## src/core/dcr_cfg.svh

```systemverilog
`ifndef DCR_CFG_SVH
`define DCR_CFG_SVH

////////////////////////////////////////////////////////////////////////
// Register byte offsets (low address bits only)
`define DCR_ADDR_W        12
`define DCR_CAPS_OFFS     12'h0E4
`define DCR_CTRL_OFFS     12'h100
`define DCR_STAT_OFFS     12'h104

////////////////////////////////////////////////////////////////////////
// Capability word field positions
`define DCR_PAYLOAD_MSB   2
`define DCR_PAYLOAD_LSB   0
`define DCR_PHANTOM_MSB   4
`define DCR_PHANTOM_LSB   3
`define DCR_EXTTAG_BIT    5
`define DCR_L0S_MSB       8
`define DCR_L0S_LSB       6
`define DCR_L1_MSB        11
`define DCR_L1_LSB        9
`define DCR_ATTBTN_BIT    12
`define DCR_PWRIND_BIT    14
`define DCR_ROLEERR_BIT   15
`define DCR_SPLV_MSB      25
`define DCR_SPLV_LSB      18
`define DCR_SPLS_MSB      27
`define DCR_SPLS_LSB      26

////////////////////////////////////////////////////////////////////////
// Reset values of the configurable fields
`define DCR_PAYLOAD_RST   3'h1
`define DCR_L0S_RST       3'h0
`define DCR_L1_RST        3'h0
`define DCR_ROLEERR_RST   1'h1
`define DCR_SPLV_RST      8'h00
`define DCR_SPLS_RST      2'h0

////////////////////////////////////////////////////////////////////////
// Control and status bits
`define DCR_CTRL_CAPEN_BIT  0
`define DCR_CTRL_CAPEN_RST  1'h1
`define DCR_STAT_SB_BIT     0
`define DCR_STAT_MSG_BIT    1
`define DCR_STAT_RST        2'h0

////////////////////////////////////////////////////////////////////////
// AHB-Lite codes
`define DCR_HTRANS_ACT_BIT  1
`define DCR_HSIZE_WORD      3'h2
`define DCR_HRESP_OKAY      1'h0
`define DCR_WORD_ZERO       32'h0000_0000

`endif

```

## src/core/dcr_pkg.sv

```systemverilog
package dcr_pkg;

  // One bus or register word
  typedef logic [31:0] dcr_word_t;

  // Byte address of a register
  typedef logic [11:0] dcr_addr_t;

  // Configurable capability fields
  typedef struct packed {
    logic [2:0] payload;    // Largest payload code
    logic [2:0] l0sLat;     // L0s exit latency
    logic [2:0] l1Lat;      // L1 exit latency
    logic       roleErr;    // Role-based error reporting
    logic [7:0] slotValue;  // Captured power limit value
    logic [1:0] slotScale;  // Captured power limit scale
  } dcr_caps_s;

endpackage

```

## src/core/dcr_ahb_slave.sv

```systemverilog
`timescale 1ns/1ps
`include "dcr_cfg.svh"

module dcr_ahb_slave (
  // Clock and reset
  input  wire logic              core_clk,
  input  wire logic              reset,
  // AHB-Lite slave side
  input  wire logic              hsel,
  input  wire dcr_pkg::dcr_addr_t haddr,
  input  wire logic [1:0]        htrans,
  input  wire logic              hwrite,
  input  wire logic [2:0]        hsize,
  input  wire logic              hready,
  input  wire dcr_pkg::dcr_word_t hwdata,
  output logic                   hreadyout,
  output logic                   hresp,
  output dcr_pkg::dcr_word_t     hrdata,
  // Register side
  input  wire dcr_pkg::dcr_word_t rdData,
  output logic                   wrStb,
  output dcr_pkg::dcr_addr_t     wrAddr,
  output dcr_pkg::dcr_word_t     wrData
);
  import dcr_pkg::*;

  logic      accept;      // Address phase taken
  logic      wrPend_r;    // Write data phase pending
  logic      wrPend_nxt;
  dcr_addr_t wrAddr_r;    // Latched write address
  dcr_addr_t wrAddr_nxt;
  dcr_word_t hrdata_r;    // Read data for data phase
  dcr_word_t hrdata_nxt;

  ////////////////////////////////////////////////////////////////////////
  // Address phase decode and next state
  always_comb begin
    accept     = hsel & htrans[`DCR_HTRANS_ACT_BIT] & hready;
    wrPend_nxt = accept & hwrite & (hsize == `DCR_HSIZE_WORD);
    wrAddr_nxt = accept ? haddr : wrAddr_r;
    hrdata_nxt = (accept & ~hwrite) ? rdData : hrdata_r;
  end

  // Phase registers
  always_ff @(posedge core_clk) begin
    if (reset) begin
      wrPend_r <= 1'b0;
      wrAddr_r <= '0;
      hrdata_r <= `DCR_WORD_ZERO;
    end else begin
      wrPend_r <= wrPend_nxt;
      wrAddr_r <= wrAddr_nxt;
      hrdata_r <= hrdata_nxt;
    end
  end

  ////////////////////////////////////////////////////////////////////////
  // Zero wait state, always OKAY
  always_ff @(posedge core_clk) begin
    if (reset) begin
      hreadyout <= 1'b1;
      hresp     <= `DCR_HRESP_OKAY;
    end else begin
      hreadyout <= 1'b1;
      hresp     <= `DCR_HRESP_OKAY;
    end
  end

  // Register side outputs
  assign hrdata = hrdata_r;
  assign wrStb  = wrPend_r;
  assign wrAddr = wrAddr_r;
  assign wrData = hwdata;

endmodule // dcr_ahb_slave

```

## src/core/dcr_device_caps.sv

```systemverilog
`timescale 1ns/1ps
`include "dcr_cfg.svh"

module dcr_device_caps (
  // Clock and reset
  input  wire logic               core_clk,
  input  wire logic               reset,
  // AHB-Lite register bus
  input  wire logic               hsel,
  input  wire dcr_pkg::dcr_addr_t haddr,
  input  wire logic [1:0]         htrans,
  input  wire logic               hwrite,
  input  wire logic [2:0]         hsize,
  input  wire logic               hready,
  input  wire dcr_pkg::dcr_word_t hwdata,
  output logic                    hreadyout,
  output logic                    hresp,
  output dcr_pkg::dcr_word_t      hrdata,
  // Sideband default loader
  input  wire logic               sbLoad,
  input  wire dcr_pkg::dcr_word_t sbWord,
  // Slot power limit message
  input  wire logic               splMsgValid,
  input  wire logic [7:0]         splMsgValue,
  input  wire logic [1:0]         splMsgScale,
  // Capability word to the core
  output dcr_pkg::dcr_word_t      capsWord
);
  import dcr_pkg::*;

  // Limitations:
  // - The capability word has no write path; writes to it
  //   finish with OKAY and change nothing.
  // - Software can gate message capture off; a gated
  //   message leaves no trace, not even in the status.
  // - A sideband load rewrites the slot power fields too,
  //   so it erases a limit captured earlier.
  // - Non-word writes are dropped; reads of any size
  //   return the whole word.

  ////////////////////////////////////////////////////////////////////////
  // Declarations

  // Bus side strobes
  logic      wrStb;        // Write data phase
  dcr_addr_t wrAddr;       // Write address
  dcr_word_t wrData;       // Write data
  dcr_word_t rdData;       // Read mux result

  // Capability fields
  dcr_caps_s caps_r;       // Current fields
  dcr_caps_s caps_nxt;     // Next fields

  // Own control register
  logic      capEn_r;      // Message capture enabled
  logic      capEn_nxt;

  // Own sticky status
  logic [1:0] stat_r;      // Load and message seen
  logic [1:0] stat_nxt;
  logic [1:0] statSet;     // Hardware set terms
  logic [1:0] statClr;     // Software clear terms

  // Registered capability word
  dcr_word_t capsWord_r;
  dcr_word_t capsWord_nxt;

  // Write decode
  logic      ctrlWr;       // Write to control
  logic      statWr;       // Write to status
  logic      capture;      // Message is taken

  // Read decode
  logic      capsHit;      // Read of capability word
  logic      ctrlHit;      // Read of control
  logic      statHit;      // Read of status

  ////////////////////////////////////////////////////////////////////////
  // Functions

  // Build the full word from the fields
  // Fixed-zero bits are never stored, so nothing can set them
  function automatic dcr_word_t packCaps(input dcr_caps_s c);
    dcr_word_t w;
    // Everything else stays zero
    w = `DCR_WORD_ZERO;
    w[`DCR_PAYLOAD_MSB:`DCR_PAYLOAD_LSB] = c.payload;
    w[`DCR_L0S_MSB:`DCR_L0S_LSB]         = c.l0sLat;
    w[`DCR_L1_MSB:`DCR_L1_LSB]           = c.l1Lat;
    w[`DCR_ROLEERR_BIT]                  = c.roleErr;
    w[`DCR_SPLV_MSB:`DCR_SPLV_LSB]       = c.slotValue;
    w[`DCR_SPLS_MSB:`DCR_SPLS_LSB]       = c.slotScale;
    return w;
  endfunction

  // Pick the fields out of a loaded word
  // Bits outside the configurable fields are dropped here
  function automatic dcr_caps_s unpackCaps(input dcr_word_t w);
    dcr_caps_s c;
    c.payload   = w[`DCR_PAYLOAD_MSB:`DCR_PAYLOAD_LSB];
    c.l0sLat    = w[`DCR_L0S_MSB:`DCR_L0S_LSB];
    c.l1Lat     = w[`DCR_L1_MSB:`DCR_L1_LSB];
    c.roleErr   = w[`DCR_ROLEERR_BIT];
    c.slotValue = w[`DCR_SPLV_MSB:`DCR_SPLV_LSB];
    c.slotScale = w[`DCR_SPLS_MSB:`DCR_SPLS_LSB];
    return c;
  endfunction

  // Reset image of the fields
  // Shared by the field register and the output register
  function automatic dcr_caps_s resetCaps();
    dcr_caps_s c;
    c.payload   = `DCR_PAYLOAD_RST;
    c.l0sLat    = `DCR_L0S_RST;
    c.l1Lat     = `DCR_L1_RST;
    c.roleErr   = `DCR_ROLEERR_RST;
    c.slotValue = `DCR_SPLV_RST;
    c.slotScale = `DCR_SPLS_RST;
    return c;
  endfunction

  // Address match on the word address
  // Byte lanes are ignored, so a sub-word address hits the word
  // The port carries only the low address bits
  function automatic logic hitAddr(input dcr_addr_t a,
                                   input dcr_addr_t offs);
    return a[11:2] == offs[11:2];
  endfunction

  ////////////////////////////////////////////////////////////////////////
  // Bus slave
  // Zero wait states; hready comes back from hreadyout outside,
  // so the slave never stalls the bus
  dcr_ahb_slave u_bus (
    .core_clk  (core_clk),
    .reset     (reset),
    .hsel      (hsel),
    .haddr     (haddr),
    .htrans    (htrans),
    .hwrite    (hwrite),
    .hsize     (hsize),
    .hready    (hready),
    .hwdata    (hwdata),
    .hreadyout (hreadyout),
    .hresp     (hresp),
    .hrdata    (hrdata),
    .rdData    (rdData),
    .wrStb     (wrStb),
    .wrAddr    (wrAddr),
    .wrData    (wrData)
  );

  ////////////////////////////////////////////////////////////////////////
  // Write decode
  always_comb begin
    // Only the control and status words take writes
    // Capability word has no write path
    ctrlWr = wrStb & hitAddr(wrAddr, `DCR_CTRL_OFFS);
    statWr = wrStb & hitAddr(wrAddr, `DCR_STAT_OFFS);
    // Message only counts while enabled
    capture = splMsgValid & capEn_r;
  end

  ////////////////////////////////////////////////////////////////////////
  // Capability fields next value
  // No bus write reaches these fields
  always_comb begin
    caps_nxt = caps_r;
    // Sideband or autoloader replaces the defaults
    if (sbLoad) begin
      caps_nxt = unpackCaps(sbWord);
    end
    // Live message overrides a same-cycle load: the message
    // is the newer word on slot power, the load only a default
    if (capture) begin
      caps_nxt.slotValue = splMsgValue;
      caps_nxt.slotScale = splMsgScale;
    end
  end

  // Capability fields register
  // Reset brings back the built-in defaults
  always_ff @(posedge core_clk) begin
    if (reset) begin
      caps_r <= resetCaps();
    end else begin
      caps_r <= caps_nxt;
    end
  end

  ////////////////////////////////////////////////////////////////////////
  // Control register next value
  // Gates message capture only; loads are never blocked
  always_comb begin
    capEn_nxt = capEn_r;
    // Software enables or blocks capture
    if (ctrlWr) begin
      capEn_nxt = wrData[`DCR_CTRL_CAPEN_BIT];
    end
  end

  // Control register
  // Reset value one keeps plain capture as the default
  always_ff @(posedge core_clk) begin
    if (reset) begin
      capEn_r <= `DCR_CTRL_CAPEN_RST;
    end else begin
      capEn_r <= capEn_nxt;
    end
  end

  ////////////////////////////////////////////////////////////////////////
  // Sticky status next value
  always_comb begin
    statSet = 2'h0;
    statClr = 2'h0;
    // Events that set a bit
    statSet[`DCR_STAT_SB_BIT]  = sbLoad;
    statSet[`DCR_STAT_MSG_BIT] = capture;
    // Write one to clear
    if (statWr) begin
      statClr[`DCR_STAT_SB_BIT]  = wrData[`DCR_STAT_SB_BIT];
      statClr[`DCR_STAT_MSG_BIT] = wrData[`DCR_STAT_MSG_BIT];
    end
    // Set wins over clear, so an event is never lost
    // to a clear that meets it in the same cycle
    stat_nxt = (stat_r & ~statClr) | statSet;
  end

  // Sticky status register
  // Cleared only by reset or a write of one
  always_ff @(posedge core_clk) begin
    if (reset) begin
      stat_r <= `DCR_STAT_RST;
    end else begin
      stat_r <= stat_nxt;
    end
  end

  ////////////////////////////////////////////////////////////////////////
  // Read address decode
  // Decoded in the address phase, because the slave
  // registers the read data at the edge that takes it
  always_comb begin
    capsHit = hitAddr(haddr, `DCR_CAPS_OFFS);
    ctrlHit = hitAddr(haddr, `DCR_CTRL_OFFS);
    statHit = hitAddr(haddr, `DCR_STAT_OFFS);
  end

  ////////////////////////////////////////////////////////////////////////
  // Read mux
  // Uses next values so a read right after a write
  // or a capture sees the updated contents.
  always_comb begin
    rdData = `DCR_WORD_ZERO;
    if (capsHit) begin
      // Hardwired and reserved bits come out as zero
      rdData = packCaps(caps_nxt);
    end else if (ctrlHit) begin
      rdData[`DCR_CTRL_CAPEN_BIT] = capEn_nxt;
    end else if (statHit) begin
      // Shows events taken in this same cycle
      rdData[`DCR_STAT_SB_BIT]  = stat_nxt[`DCR_STAT_SB_BIT];
      rdData[`DCR_STAT_MSG_BIT] = stat_nxt[`DCR_STAT_MSG_BIT];
    end else begin
      // Unmapped offsets read zero
      rdData = `DCR_WORD_ZERO;
    end
  end

  ////////////////////////////////////////////////////////////////////////
  // Capability word output next value
  always_comb begin
    // Tracks the field register each cycle
    // Loads at the same edge as the fields, so the word and
    // a register read always agree
    capsWord_nxt = packCaps(caps_nxt);
  end

  // Capability word output register
  // Reset image matches the field reset image
  always_ff @(posedge core_clk) begin
    if (reset) begin
      capsWord_r <= packCaps(resetCaps());
    end else begin
      capsWord_r <= capsWord_nxt;
    end
  end

  // Straight from the flop
  assign capsWord = capsWord_r;

endmodule // dcr_device_caps

```

## config.mk

```make
export PLATFORM = sky130hd
export DESIGN_NAME = dcr_device_caps
export DESIGN_NICKNAME = d
export VERILOG_FILES = /design/src/core/dcr_pkg.sv /design/src/core/dcr_ahb_slave.sv /design/src/core/dcr_device_caps.sv
export VERILOG_INCLUDE_DIRS = /design/src /design/src/core
export SDC_FILE = /design/constraint.sdc
export NUM_CORES = 1
export LEC_CHECK = 0
export BUFFER_PORTS_ARGS = -buffer_cell sky130_fd_sc_hd__buf_2
export CORE_ASPECT_RATIO = 1.75
export CORE_MARGIN = 1.5
export CORE_UTILIZATION = 30
export DETAILED_ROUTE_END_ITERATION = 8
export PLACE_DENSITY = 0.66
export SYNTH_ARGS = -nofsm -noshare
export SYNTH_HDL_FRONTEND = slang
export SYNTH_SLANG_ARGS = --single-unit
```

## constraint.sdc

```tcl
create_clock -name core_clk -period 2.4 [get_ports core_clk]
set_clock_uncertainty 0.05 [all_clocks]
set_input_delay 0 -clock core_clk [delete_from_list [all_inputs] [get_ports core_clk]]
set_output_delay 0 -clock core_clk [all_outputs]
set_load 0.005 [all_outputs]
```

==> reports/qor.csv <==
stage,metric,value,unit
placed_design,port_buffers,92,
route,wire_per_inst,13.94,um
worst_setup_path,crit_end,u_bus.hrdata[1]$_SDFFE_PP0P_,
clock_tree,cts_tree,done,
clock_tree,clockBufferDepth,2,
power,finalPower,1.933,mW
clock_tree,clock_latency,290,ps
floorplanning,die_w,70.03,um
worst_setup_path,rrSetupSlack,700,ps
logic_synthesis,yosys_register_bits,54,
sta,worst_pin_slew,696.2,ps
grt,grt_pass1_vias,2131,
route,drc,0,
run,max-cap-violations,0,
worst_setup_path,critPathRequiredTime,2570,ps
power,p_int,1.468,mW
floorplanning,die_h,120.3,um
status,status,finished clean,
logic_synthesis,syn_area,0.002359,mm2
power,power.switching,0.4651,mW
logic_synthesis,yosysSeqAreaShare,45.84,%
sta,hold_viol,0,
grt,grt_use_met1,15.83,%
floorplanning,core_area,0.007567,mm2
clock_tree,cts-root-buf,clkbuf_16,
clock_tree,cts.clk_slew.worst_paths,70,ps
grt,grt_max_degree,31,
route,drt_pass1_iterations,6,
grt,grt_pass1_wl,9901,um
power,switching_share,24.06,%
worst_setup_path,path_max_fanout,19,
sta,period_share,72.36,%
grt,antenna_found_initial,0,
worst_setup_path,cp.arrival,1900,ps
power,peakVddDrop,0.0003651,V
worst_hold_path,hold_start,splMsgValue[7],
sta,max_freq,575.9,MHz
route,viasPerCell,4.772,
worst_setup_path,reg2reg_from,u_bus.wrAddr[3]$_SDFFE_PP0P_,
grt,met2_usage,27.86,%
power,power_frac_seq,48.8,%
sta,fin_setup_tns,0,ps
logic_synthesis,synth_top_area_share,45.84,%
final_layout,layout-drive-gt1-share,32.22,%
power,leakage,1.531,nW
worst_setup_path,start_kind,input pin,
final_layout,n_antenna_cell,0,
floorplanning,io_pins,164,
logic_synthesis,synth_area_per_cell,9.786,um2
route,dr_total_vias,2138,
logic_synthesis,ys_top_cells_by_area,"dfxtp_1, buf_4, mux2i_1, a22o_1, nor2_1",
power,combPwrFrac,12.6,%
logic_synthesis,synth_cells,241,
sta,finalMaxSlewViolations,0,
floorplanning,die-area,0.008424,mm2
final_layout,final_common_cell,buf_2,
logic_synthesis,synth.distinct_cells,43,
grt,gr-usage-met3,2.917,%
final_layout,fillers,749,
worst_setup_path,reg2reg_to,u_bus.hrdata[1]$_SDFFE_PP0P_,
route,ant_nets,0,
clock_tree,cts_max_level,2,
sta,post-route-min-period,1737,ps
worst_hold_path,hold_path_class,in2reg,
placed_design,dp_hpwl,4356,um
final_layout,syn2layout_area_growth,37.56,%
final_layout,nets,457,
clock_tree,clkSinkCount,54,
worst_setup_path,r2r_cells,4,
sta,setup_viol,0,
grt,overflow,0,
placed_design,place_congestion,0.7897,
route,drt_iter0_drc,63,
floorplanning,placement_rows,42,
worst_setup_path,startpoint,haddr[3],
sta,relSlewSlack,53.48,%
logic_synthesis,yosys.area.top_type,dfxtp_1,
worst_setup_path,critical_path_class,in2reg,
power,power_density,595.8,mW/mm2
sta,rsz0062_at_grt,no,
grt,grt_use_total,14.90,%
grt,busiest_layer,met2,
floorplanning,initial_core_util,31.17,%
final_layout,final_cell_mix,"buf_2, dfxtp_1, dlygate4sd3_1",
clock_tree,cts_buffers,5,
power,p_clk_share,38.7,%
logic_synthesis,yosysWarnings,0,
route,routed_wl,6247,um
worst_setup_path,end_kind,flop,
==> kinds of logic (layout without fill, tap and decap cells) <==
family / count (synthesis) / count (layout) / synth area share, %
DFF: 54 / 54 / 45.84
AOI/OAI and AO/OA: 52 / 52 / 16.71
muxes: 20 / 20 / 8.594
and+or+nand+nor: 72 / 72 / 17.45
other: 2 / 26 / 0.3184
buffers and inverters: 41 / 136 / 11.09
==> cells in the mapped netlist, drive strengths merged <==
| master | n |
|---|---|
| and2 | 3 |
| nand4 | 1 |
| o2111ai | 1 |
| a311o | 1 |
| and4b | 2 |
| o21a | 1 |
| nor3b | 1 |
| inv | 3 |
| nor2b | 3 |
| o211ai | 1 |
| or2 | 2 |
| a22o | 17 |
| buf | 31 |
| nor2 | 23 |
| or4b | 2 |
| nand3 | 1 |
| conb | 2 |
| and3 | 2 |
| a22oi | 2 |
| nor3 | 2 |
| mux2i | 18 |
| or3 | 1 |
| a41oi | 4 |
| nand4b | 2 |
| clkbuf | 7 |
| a21oi | 14 |
| dfxtp | 54 |
| a41o | 1 |
| nand2b | 2 |
| nor4 | 2 |
| a211oi | 10 |
| nand2 | 21 |
| mux2 | 2 |
| nor4b | 2 |
==> how the worst min path moves through the flow <==
stage,endpoint,slack [ps],cells past startpoint
detailed placement,u_bus.wrAddr[9]$_SDFFE_PP0P_,210,3
global route,capsWord[15]$_SDFF_PP1_,10,3
finish,capsWord[25]$_SDFF_PP0_,20,3
global placement,caps_r[17]$_SDFF_PP1_,210,3
floorplan,u_bus.wrAddr[8]$_SDFFE_PP0P_,90,2
CTS,capsWord[25]$_SDFF_PP0_,4,3
==> critical path: stages <==
cell,delay [ps]
dlygate4sd3_1,530
buf_2,140
or4b_4,560
nor4_4,130
buf_4,310
a22oi_1,110
a21oi_1,130
==> repair_timing <==
item                                   4_1_cts  5_1_grt
endpoints found under the hold margin       28        0
hold buffers                                29        0
resized for setup                            0        0
buffers inserted                             0        0
==> flip-flops by register name, indices dropped and copies added (netlist names) <==
signal / count
caps_r: 15
u_bus.wrStb: 1
stat_r: 2
capEn_r: 1
capsWord: 5
u_bus.wrAddr: 10
u_bus.hrdata: 20
==> metrics by stage <==
| stage | worst slack, ps | hold slack, ps | std cells | instance area (um2) | utilization (%) |
|---|---|---|---|---|---|
| global placement | 733.8 | 209.4 | 411 | 2799 | 36.99 |
| global route | 545.9 | 13.73 | 448 | 3244 | 42.87 |
| CTS | 658.1 | 3.644 | 448 | 3244 | 42.87 |
| finish | 663.5 | 15.44 | 448 | 3244 | 42.87 |
| floorplan | 1013 | 85.96 | 265 | 2449 | - |
| detailed placement | 682.0 | 210.9 | 411 | 2799 | 36.99 |
==> layout make-up <==
cell class | instances | area (um2) | share of cell area (%)
Clock inverter | 2 | 16.27 | 0.5014
Tap cell | 88 | 110.1 | 3.394
Inverter | 3 | 11.26 | 0.3471
Sequential cell | 54 | 1081 | 33.32
Multi-Input combinational cell | 170 | 1106 | 34.09
Clock buffer | 6 | 138.9 | 4.281
Timing Repair Buffer | 125 | 780.7 | 24.06
==> power groups by stage <==
stage	logic (mW)	clock network [mW]	registers, mW
CTS	0.245	0.771	0.942
detailed placement	0.208	0	0.963
finish	0.243	0.747	0.942
floorplan	0.139	0	0.964
global placement	0.205	0	0.962
global route	0.271	0.804	0.946
==> metal layers <==
metal / wire length [um] / vias up
met1: 2439 / 997
li1: - / 1044
met5: 0 / -
met3: 312 / 11
met4: 138 / 0
met2: 3356 / 86
Note: power is estimated with default switching activity, not from simulation.
